File: src/common/scc_pkg.sv
// Purpose: shared constants and types for the sensor channel config bank
// Assumes: 8-bit registers in the low byte of a 32-bit apb word
// Notes:   printed offsets are not all multiples of four, so they are indices
package scc_pkg;

  localparam int unsigned NUM_CH = 4;

  // register indices; byte address is four times the index
  localparam logic [7:0] IDX_COUNTER_SCALE = 8'h1E;
  localparam logic [7:0] IDX_CH0_SENSOR    = 8'h20;
  localparam logic [7:0] IDX_CH1_SENSOR    = 8'h22;
  localparam logic [7:0] IDX_CH2_SENSOR    = 8'h24;
  localparam logic [7:0] IDX_CH0_TRACKING  = 8'h25;
  localparam logic [7:0] IDX_CH3_SENSOR    = 8'h26;
  localparam logic [7:0] IDX_WINDOW_CTRL   = 8'h30;
  localparam logic [7:0] IDX_ACTIVE_STATUS = 8'h31;

  // field positions
  localparam int unsigned CSC_W       = 2;
  localparam int unsigned RP_BIT      = 7;
  localparam int unsigned FREQ_LSB    = 5;
  localparam int unsigned CYC_LSB     = 0;
  localparam int unsigned CYC_W       = 5;
  localparam int unsigned FTF_LSB     = 1;
  localparam int unsigned WINDOW_DIVIDER_EXPONENT_W     = 3;

  // reset values
  localparam logic [1:0] CSC_RST      = 2'h1;
  localparam logic       RP_RST       = 1'h0;
  localparam logic [1:0] FREQ_RST     = 2'h0;
  localparam logic [4:0] CYC_RST      = 5'h04;
  localparam logic [1:0] FTF_RST      = 2'h1;
  localparam logic [2:0] WINDOW_DIVIDER_EXPONENT_RST    = 3'h0;

  typedef enum logic [1:0] {
    SCC_FREQ_LOW  = 2'h0,
    SCC_FREQ_MID  = 2'h1,
    SCC_FREQ_HIGH = 2'h2,
    SCC_FREQ_RSVD = 2'h3
  } scc_freq_e;

  typedef struct packed {
    logic [1:0] counter_scale;
    logic       resistance_range;
    scc_freq_e  frequency_range;
    logic [4:0] cycle_count;
  } scc_chan_cfg_s;

  typedef struct packed {
    logic        psel;
    logic        penable;
    logic        pwrite;
    logic [11:0] paddr;
    logic [31:0] pwdata;
  } scc_apb_req_s;

endpackage : scc_pkg

File: src/logic/scc_window_latch.sv
// Purpose: per-channel shadow of configuration, applied at window start
// Assumes: window_start is a one-cycle pulse from the conversion core
// Notes:   avoids a conversion running with half-old, half-new settings
`timescale 1ns/1ps
module scc_window_latch
(
  input  wire logic                  pclk,
  input  wire logic                  presetn,
  input  wire logic                  window_start,
  input  wire scc_pkg::scc_chan_cfg_s staged,
  output scc_pkg::scc_chan_cfg_s     applied
);

  localparam scc_pkg::scc_chan_cfg_s CFG_RST =
    '{scc_pkg::CSC_RST, scc_pkg::RP_RST, scc_pkg::SCC_FREQ_LOW, scc_pkg::CYC_RST};

  always_ff @(posedge pclk or negedge presetn)
  begin
    if (!presetn)
      applied <= CFG_RST;
    else if (window_start)
      applied <= staged;
  end
endmodule // scc_window_latch

File: src/logic/scc_regs.sv
// Purpose: apb register bank holding per-channel sensing configuration
// Assumes: single clock, zero-wait apb slave, byte address = 4 * index
// Notes:   channels 2 and 3 only act when FOUR_CH is set
`timescale 1ns/1ps

// Summary of operation
// - two-bit counter scale per channel, ch3 at 7:6 to ch0 at 1:0, reset 1.
// - bit 7 of sensor config selects resistance range, reset 0.
// - bits 6:5 select frequency range; 00 at reset, 01 and 10 higher.
// - bits 4:0 hold the cycle count, reset 00100, sets window length.
// - channel 0 fast tracking factor in bits 2:1, reset 1.
// - channels 2 and 3 are functional only in the four-channel variant.
module scc_regs
#(
  parameter bit FOUR_CH = 1'b1
)
(
  input  wire logic                   pclk,
  input  wire logic                   presetn,
  input  wire scc_pkg::scc_apb_req_s  apb_req,
  output logic [31:0]                 prdata,
  output logic                        pready,
  output logic                        pslverr,
  input  wire logic [3:0]             window_start,
  output scc_pkg::scc_chan_cfg_s [3:0] chan_cfg,
  output logic [3:0]                  chan_enable,
  output logic [2:0]                  window_divider_exponent,
  output logic [1:0]                  ch0_fast_track_factor
);

  logic [7:0]  counter_scale_cfg;
  logic [7:0]  sensor_cfg [4];
  logic [1:0]  ch0_tracking;
  logic [2:0]  window_ctrl;

  function automatic logic [7:0] word_index(input logic [11:0] a);
    return a[9:2];
  endfunction

  wire         access     = apb_req.psel && apb_req.penable;
  wire         wr_en      = access && apb_req.pwrite;
  wire  [7:0]  idx        = word_index(apb_req.paddr);
  wire         aligned    = apb_req.paddr[1:0] == 2'h0 && apb_req.paddr[11:10] == 2'h0;
  wire  [3:0]  ch_present = FOUR_CH ? 4'hF : 4'h3;

  wire hit_csc  = aligned && idx == scc_pkg::IDX_COUNTER_SCALE;
  wire hit_ftf  = aligned && idx == scc_pkg::IDX_CH0_TRACKING;
  wire hit_win  = aligned && idx == scc_pkg::IDX_WINDOW_CTRL;
  wire hit_stat = aligned && idx == scc_pkg::IDX_ACTIVE_STATUS;
  wire [3:0] hit_sen;
  assign hit_sen[0] = aligned && idx == scc_pkg::IDX_CH0_SENSOR;
  assign hit_sen[1] = aligned && idx == scc_pkg::IDX_CH1_SENSOR;
  assign hit_sen[2] = aligned && idx == scc_pkg::IDX_CH2_SENSOR;
  assign hit_sen[3] = aligned && idx == scc_pkg::IDX_CH3_SENSOR;
  wire mapped = hit_csc || hit_ftf || hit_win || hit_stat || (|hit_sen);

  assign pready  = 1'b1;
  assign pslverr = access && !mapped;

  localparam logic [7:0] CSC_WORD_RST = {4{scc_pkg::CSC_RST}};
  localparam logic [7:0] SEN_WORD_RST = {scc_pkg::RP_RST, scc_pkg::FREQ_RST, scc_pkg::CYC_RST};

  always_ff @(posedge pclk or negedge presetn)
  begin
    if (!presetn)
      counter_scale_cfg <= CSC_WORD_RST;
    else if (wr_en && hit_csc)
      counter_scale_cfg <= apb_req.pwdata[7:0];
  end

  always_ff @(posedge pclk or negedge presetn)
  begin
    if (!presetn)
    begin
      ch0_tracking <= scc_pkg::FTF_RST;
      window_ctrl  <= scc_pkg::WINDOW_DIVIDER_EXPONENT_RST;
    end
    else
    begin
      // reserved tracking bits are not stored and read back as zero
      if (wr_en && hit_ftf)
        ch0_tracking <= apb_req.pwdata[scc_pkg::FTF_LSB +: 2];
      if (wr_en && hit_win)
        window_ctrl <= apb_req.pwdata[scc_pkg::WINDOW_DIVIDER_EXPONENT_W-1:0];
    end
  end

  genvar g;
  generate
    for (g = 0; g < scc_pkg::NUM_CH; g++)
    begin : g_ch
      scc_pkg::scc_chan_cfg_s staged;

      always_ff @(posedge pclk or negedge presetn)
      begin
        if (!presetn)
          sensor_cfg[g] <= SEN_WORD_RST;
        else if (wr_en && hit_sen[g])
          sensor_cfg[g] <= apb_req.pwdata[7:0];
      end

      assign staged.counter_scale    = counter_scale_cfg[g*scc_pkg::CSC_W +: 2];
      assign staged.resistance_range = sensor_cfg[g][scc_pkg::RP_BIT];
      assign staged.frequency_range  =
        scc_pkg::scc_freq_e'(sensor_cfg[g][scc_pkg::FREQ_LSB +: 2]);
      assign staged.cycle_count      = sensor_cfg[g][scc_pkg::CYC_LSB +: scc_pkg::CYC_W];

      // absent channels never see a window start, so keep reset values
      scc_window_latch u_latch
      (
        .pclk         (pclk),
        .presetn      (presetn),
        .window_start (window_start[g] && ch_present[g]),
        .staged       (staged),
        .applied      (chan_cfg[g])
      );
    end
  endgenerate

  assign chan_enable             = ch_present;
  assign window_divider_exponent = window_ctrl;

  logic [7:0] read_byte;
  always_comb
  begin
    read_byte = 8'h00;
    if (hit_csc)
      read_byte = counter_scale_cfg;
    else if (hit_sen[0])
      read_byte = sensor_cfg[0];
    else if (hit_sen[1])
      read_byte = sensor_cfg[1];
    else if (hit_sen[2])
      read_byte = sensor_cfg[2];
    else if (hit_sen[3])
      read_byte = sensor_cfg[3];
    else if (hit_ftf)
      read_byte = {5'h00, ch0_tracking, 1'b0};
    else if (hit_win)
      read_byte = {5'h00, window_ctrl};
    else if (hit_stat)
      read_byte = {4'h0, ch_present};
  end

  // data output from a flop, loaded during the setup phase
  always_ff @(posedge pclk or negedge presetn)
  begin
    if (!presetn)
      prdata <= 32'h0000_0000;
    else if (apb_req.psel && !apb_req.penable && !apb_req.pwrite)
      prdata <= {24'h00_0000, read_byte};
  end

  // ftf output follows tracking register; algorithm samples it per window
  always_ff @(posedge pclk or negedge presetn)
  begin
    if (!presetn)
      ch0_fast_track_factor <= scc_pkg::FTF_RST;
    else
      ch0_fast_track_factor <= ch0_tracking;
  end
endmodule // scc_regs

File: config.mk
export PLATFORM = sky130hd
export DESIGN_NAME = scc_regs
export DESIGN_NICKNAME = d
export VERILOG_FILES = /design/src/common/scc_pkg.sv /design/src/logic/scc_window_latch.sv /design/src/logic/scc_regs.sv
export SDC_FILE = /design/constraint.sdc
export NUM_CORES = 1
export LEC_CHECK = 0
export BUFFER_PORTS_ARGS = -buffer_cell sky130_fd_sc_hd__buf_2
export CAP_MARGIN = 30
export CORE_MARGIN = 5
export CORE_UTILIZATION = 40
export CTS_CLUSTER_SIZE = 14
export DETAILED_ROUTE_END_ITERATION = 12
export PLACE_DENSITY = 0.67
export SKIP_CTS_REPAIR_TIMING = 1
export SYNTH_ARGS = -nofsm -noshare
export SYNTH_HDL_FRONTEND = slang
export SYNTH_SLANG_ARGS = --single-unit
File: constraint.sdc
create_clock -name pclk -period 2 [get_ports pclk]
set_input_delay 0.2 -clock pclk [delete_from_list [all_inputs] [get_ports pclk]]
set_output_delay 0.2 -clock pclk [all_outputs]
set_load 0.02 [all_outputs]
==> metrics.log <==
INFO  metric cts_tree = yes
INFO  metric worstHoldPathCells = 2
INFO  metric power-per-cell-area = 639.5 nW/um2
INFO  metric synth_simple_gate_area_frac = 0.08895
INFO  metric drv.max_cap_violation_count = 0
INFO  metric rrSetupSlack = 0.62 ns
INFO  metric multi_input_area = 1871 um2
INFO  metric ctsHtreeMaxLevel = 3
INFO  metric cp_slowest_cell = sky130_fd_sc_hd__or4_4
INFO  metric route.detailed.vias_per_inst = 5.071
INFO  metric first_iter_violations = 95
INFO  metric yosys.cell_count.top_type = sky130_fd_sc_hd__dfrtp_1
INFO  metric power_switching = 0.8661 mW
INFO  metric timing.critical_path.to_type = output port
INFO  metric finalSetupViolCount = 0
INFO  metric yosysWarningCount = 0
INFO  metric fp-row-count = 38
INFO  metric syn2layout_area_growth = 19.27%
INFO  metric hold-path-endpoint = counter_scale_cfg[4]$_DFFE_PN1P_
INFO  metric synth.ff_latch_count = 95
INFO  metric worstReg2RegStart = ch0_tracking[0]$_DFFE_PN1P_
INFO  metric detailed_place_hpwl = 8.416 mm
INFO  metric post_synth_most_frequent_cells = sky130_fd_sc_hd__dfrtp_1 (77), sky130_fd_sc_hd__mux2_2 (70), sky130_fd_sc_hd__buf_4 (29)
INFO  metric detail_route.wl_per_cell = 18.19 um
INFO  metric setup.worst_path.start_class = input port
INFO  metric grt_pass1_vias = 3,214
INFO  metric ys_seq_area_frac = 0.5365
INFO  metric dominant_combinational_cell_family_by_area_after_synthesis = multiplexers
INFO  metric detailedPlace.worstSlack = -0.2677 ns
INFO  metric grt_start_max_net_pins = 39
INFO  metric max_freq = 521.6 MHz
INFO  metric setup_slack = 0.08279 ns
INFO  metric power.share.combinational = 0.087
INFO  metric yosys.area_share.xor_xnor = 0
INFO  metric final_antenna_net_count = 0
INFO  metric asyncSetResetFlopFracSynth = 1.000
INFO  metric clk-insertion-delay-late = 0.37 ns
INFO  metric cts_buffers = 9
INFO  metric critical_path.startpoint = apb_req[41]
INFO  metric post-route-cell-area = 5335 um2
INFO  metric yosys-top-cells-area = sky130_fd_sc_hd__dfrtp_1 (43%), sky130_fd_sc_hd__mux2_2 (18%), sky130_fd_sc_hd__dfstp_2 (11%)
INFO  metric globalRoute.totalOverflow = 0
INFO  metric register_area = 2400 um2
INFO  metric ys_dominant_reg_cell = sky130_fd_sc_hd__dfrtp_1
INFO  metric worst-setup-path-type = input port to output port
INFO  metric route.vias.total = 3,007
INFO  metric power_leakage = 2.826 nW
INFO  metric drcViolationCount = 0
INFO  metric worst_ep_arrival_time = 1.72 ns
INFO  metric synth-edff-count = 0
INFO  metric initial_core_util = 0.4108
INFO  metric totalPowerFinal = 3.412 mW
INFO  metric critical_path.cell_chain = buf_2, or4_4, or2_1, buf_4, o211a_1, buf_2
INFO  metric cpMostUsedCell = sky130_fd_sc_hd__buf_2
INFO  metric area_enclosed_by_the_die_boundary = 13,400 um2
INFO  metric clk_pin_slew = 0.09 ns
INFO  metric yosys.area.top_type = sky130_fd_sc_hd__dfrtp_1
INFO  metric io_pins = 136
INFO  metric portBuffers = 82
INFO  metric post_synth_inst_count = 339
INFO  metric critPathRequiredTime = 1.80 ns
INFO  metric p_int = 2.546 mW
INFO  metric core_region_area = 10,890 um2
INFO  metric cp_slowest_stage_delay = 0.54 ns
INFO  metric share_of_the_synthesized_area_in_the_top_cell_type = 0.4308
INFO  metric power.share.sequential = 0.568
INFO  metric yosys.cell_types.count = 50
INFO  metric layout_min_cycle_time = 1.917 ns
INFO  metric crit-reg2reg-capture = prdata[1]$_DFFE_PN0P_
INFO  metric synth_compound_area_frac = 0.06378
INFO  metric setup_repair_after_global_routing_missed_its_margin = false
INFO  metric antenna_found_initial = 0
INFO  metric nNetsFinal = 501
INFO  metric fillers = 1,021
INFO  metric ctsRootBufferMaster = sky130_fd_sc_hd__clkbuf_8
INFO  metric power_frac_clock = 0.346
INFO  metric multiplexer_share_of_the_synthesized_area = 0.2411
INFO  metric hold_viol = 0
INFO  metric grt_first_pass_wirelength = 17.29 mm
INFO  metric layout.core_utilization = 0.4900
INFO  metric worst_ir_drop_vdd = 0.2761 mV
INFO  metric worstRegToRegCells = 4
INFO  metric grt_use_total = 0.1710
INFO  metric min-delay-path-class = input port to flop
INFO  metric share_of_layout_cells_above_drive_strength_1 = 0.5408
INFO  metric max-clock-path-buffers = 2
INFO  metric detailed_place.area = 5140 um2
INFO  metric fin_worst_skew = 0.008713 ns
INFO  metric whs = 0.1524 ns
INFO  metric gp_routability_congestion = 0.8791
INFO  metric netSwitchingFraction = 0.2539
INFO  metric netlist_area = 4473 um2
INFO  metric cts_sinks = 95
INFO  metric antenna_cells_inserted = 0
INFO  metric finalCritPeriodShare = 0.9586
INFO  metric synthesis.area_per_instance = 13.19 um2
INFO  metric detailedRoute.firstPassIterationCount = 4
INFO  metric report.final.slew_viol_count = 0
INFO  metric hold_path.startpoint = apb_req[4]
INFO  metric synth_adder_area_share = 0
INFO  metric drt-total-wl = 10.78 mm
INFO  metric critical_path.max_fanout = 4
INFO  metric die_y = 115.7 um
INFO  metric die_w = 115.7 um
INFO  metric result_of_the_run = finished clean
## worst max path at each step
stage | to | cells past startpoint
finish | pslverr | 6
global placement | counter_scale_cfg[1]$_DFFE_PN0P_ | 5
global route | pslverr | 6
floorplan | g_ch[0].staged[0]$_DFFE_PN0P_ | 5
CTS | pslverr | 6
detailed placement | counter_scale_cfg[5]$_DFFE_PN0P_ | 5
## cell usage in the layout (no fill, tap or decap), types with 3 or more instances in the layout
cell                        n
sky130_fd_sc_hd__nor2_1    13
sky130_fd_sc_hd__mux2_2    70
sky130_fd_sc_hd__nor3_1     3
sky130_fd_sc_hd__nand3_1    5
sky130_fd_sc_hd__conb_1    29
sky130_fd_sc_hd__a21oi_1    7
sky130_fd_sc_hd__dfstp_2   18
sky130_fd_sc_hd__mux2i_1    5
sky130_fd_sc_hd__mux2_4    16
sky130_fd_sc_hd__buf_2     81
sky130_fd_sc_hd__a22oi_1    4
sky130_fd_sc_hd__o21ai_0   14
sky130_fd_sc_hd__buf_4     30
sky130_fd_sc_hd__a221o_1    4
sky130_fd_sc_hd__buf_12     3
sky130_fd_sc_hd__dfrtp_1   77
sky130_fd_sc_hd__nand2_1    8
sky130_fd_sc_hd__clkbuf_8  11
sky130_fd_sc_hd__nand2b_1   4
sky130_fd_sc_hd__or3_1      7
## cell families (layout without fill, tap and decap cells)
group / count (synthesis) / after routing
AO/OA/AOI/OAI: 42 / 42
flip-flops: 95 / 95
multiplexers: 91 / 91
buffers and inverters: 45 / 132
other: 2 / 29
AND/OR/NAND/NOR: 64 / 64
## state kept, by name, summed over array words and instances, names as in the netlist
name,count
window_divider_exponent,3
g_ch.staged,32
ch0_tracking,2
prdata,8
ch0_fast_track_factor,2
g_ch.u_latch.applied,40
counter_scale_cfg,8
## power groups by stage
stage                     logic [mW]  registers (mW)  clock network [mW]
after global placement         0.293            1.97                   0
after global routing           0.327            1.94                1.30
after CTS                      0.297            1.94                1.22
after detailed placement       0.296            1.97                   0
after floorplan                0.186            1.98                   0
final                          0.297            1.94                1.18
## stage by stage
stage	cells	TNS [ns]
after floorplan	366	-0.5164
after global placement	576	-7.897
after detailed placement	576	-8.455
after CTS	592	0
after global routing	593	0
final	593	0
## critical path, delay by kind of cell
family          cells  cell delay [ns]
compound gates      1             0.22
buf+inv             3             0.44
simple gates        2             0.85
## per-layer routing
metal | routed length [um] | part of all wire | track usage
met5 | 0 | 0 | 0
met4 | 195 | 0.018 | 0.05800
met3 | 693 | 0.064 | 0.04073
met2 | 5286 | 0.49 | 0.2770
met1 | 4608 | 0.43 | 0.2270
## area by class of cell
| cell class | count | area share |
|---|---|---|
| Sequential cell | 95 | 0.4498 |
| Clock inverter | 4 | 0.005629 |
| Clock buffer | 12 | 0.02908 |
| Tap cell | 140 | 0.03283 |
| Timing Repair Buffer | 115 | 0.1313 |
| Inverter | 1 | 0.0007036 |
| Multi-Input combinational cell | 226 | 0.3506 |
No activity file was read; power rests on OpenSTA's default activity.
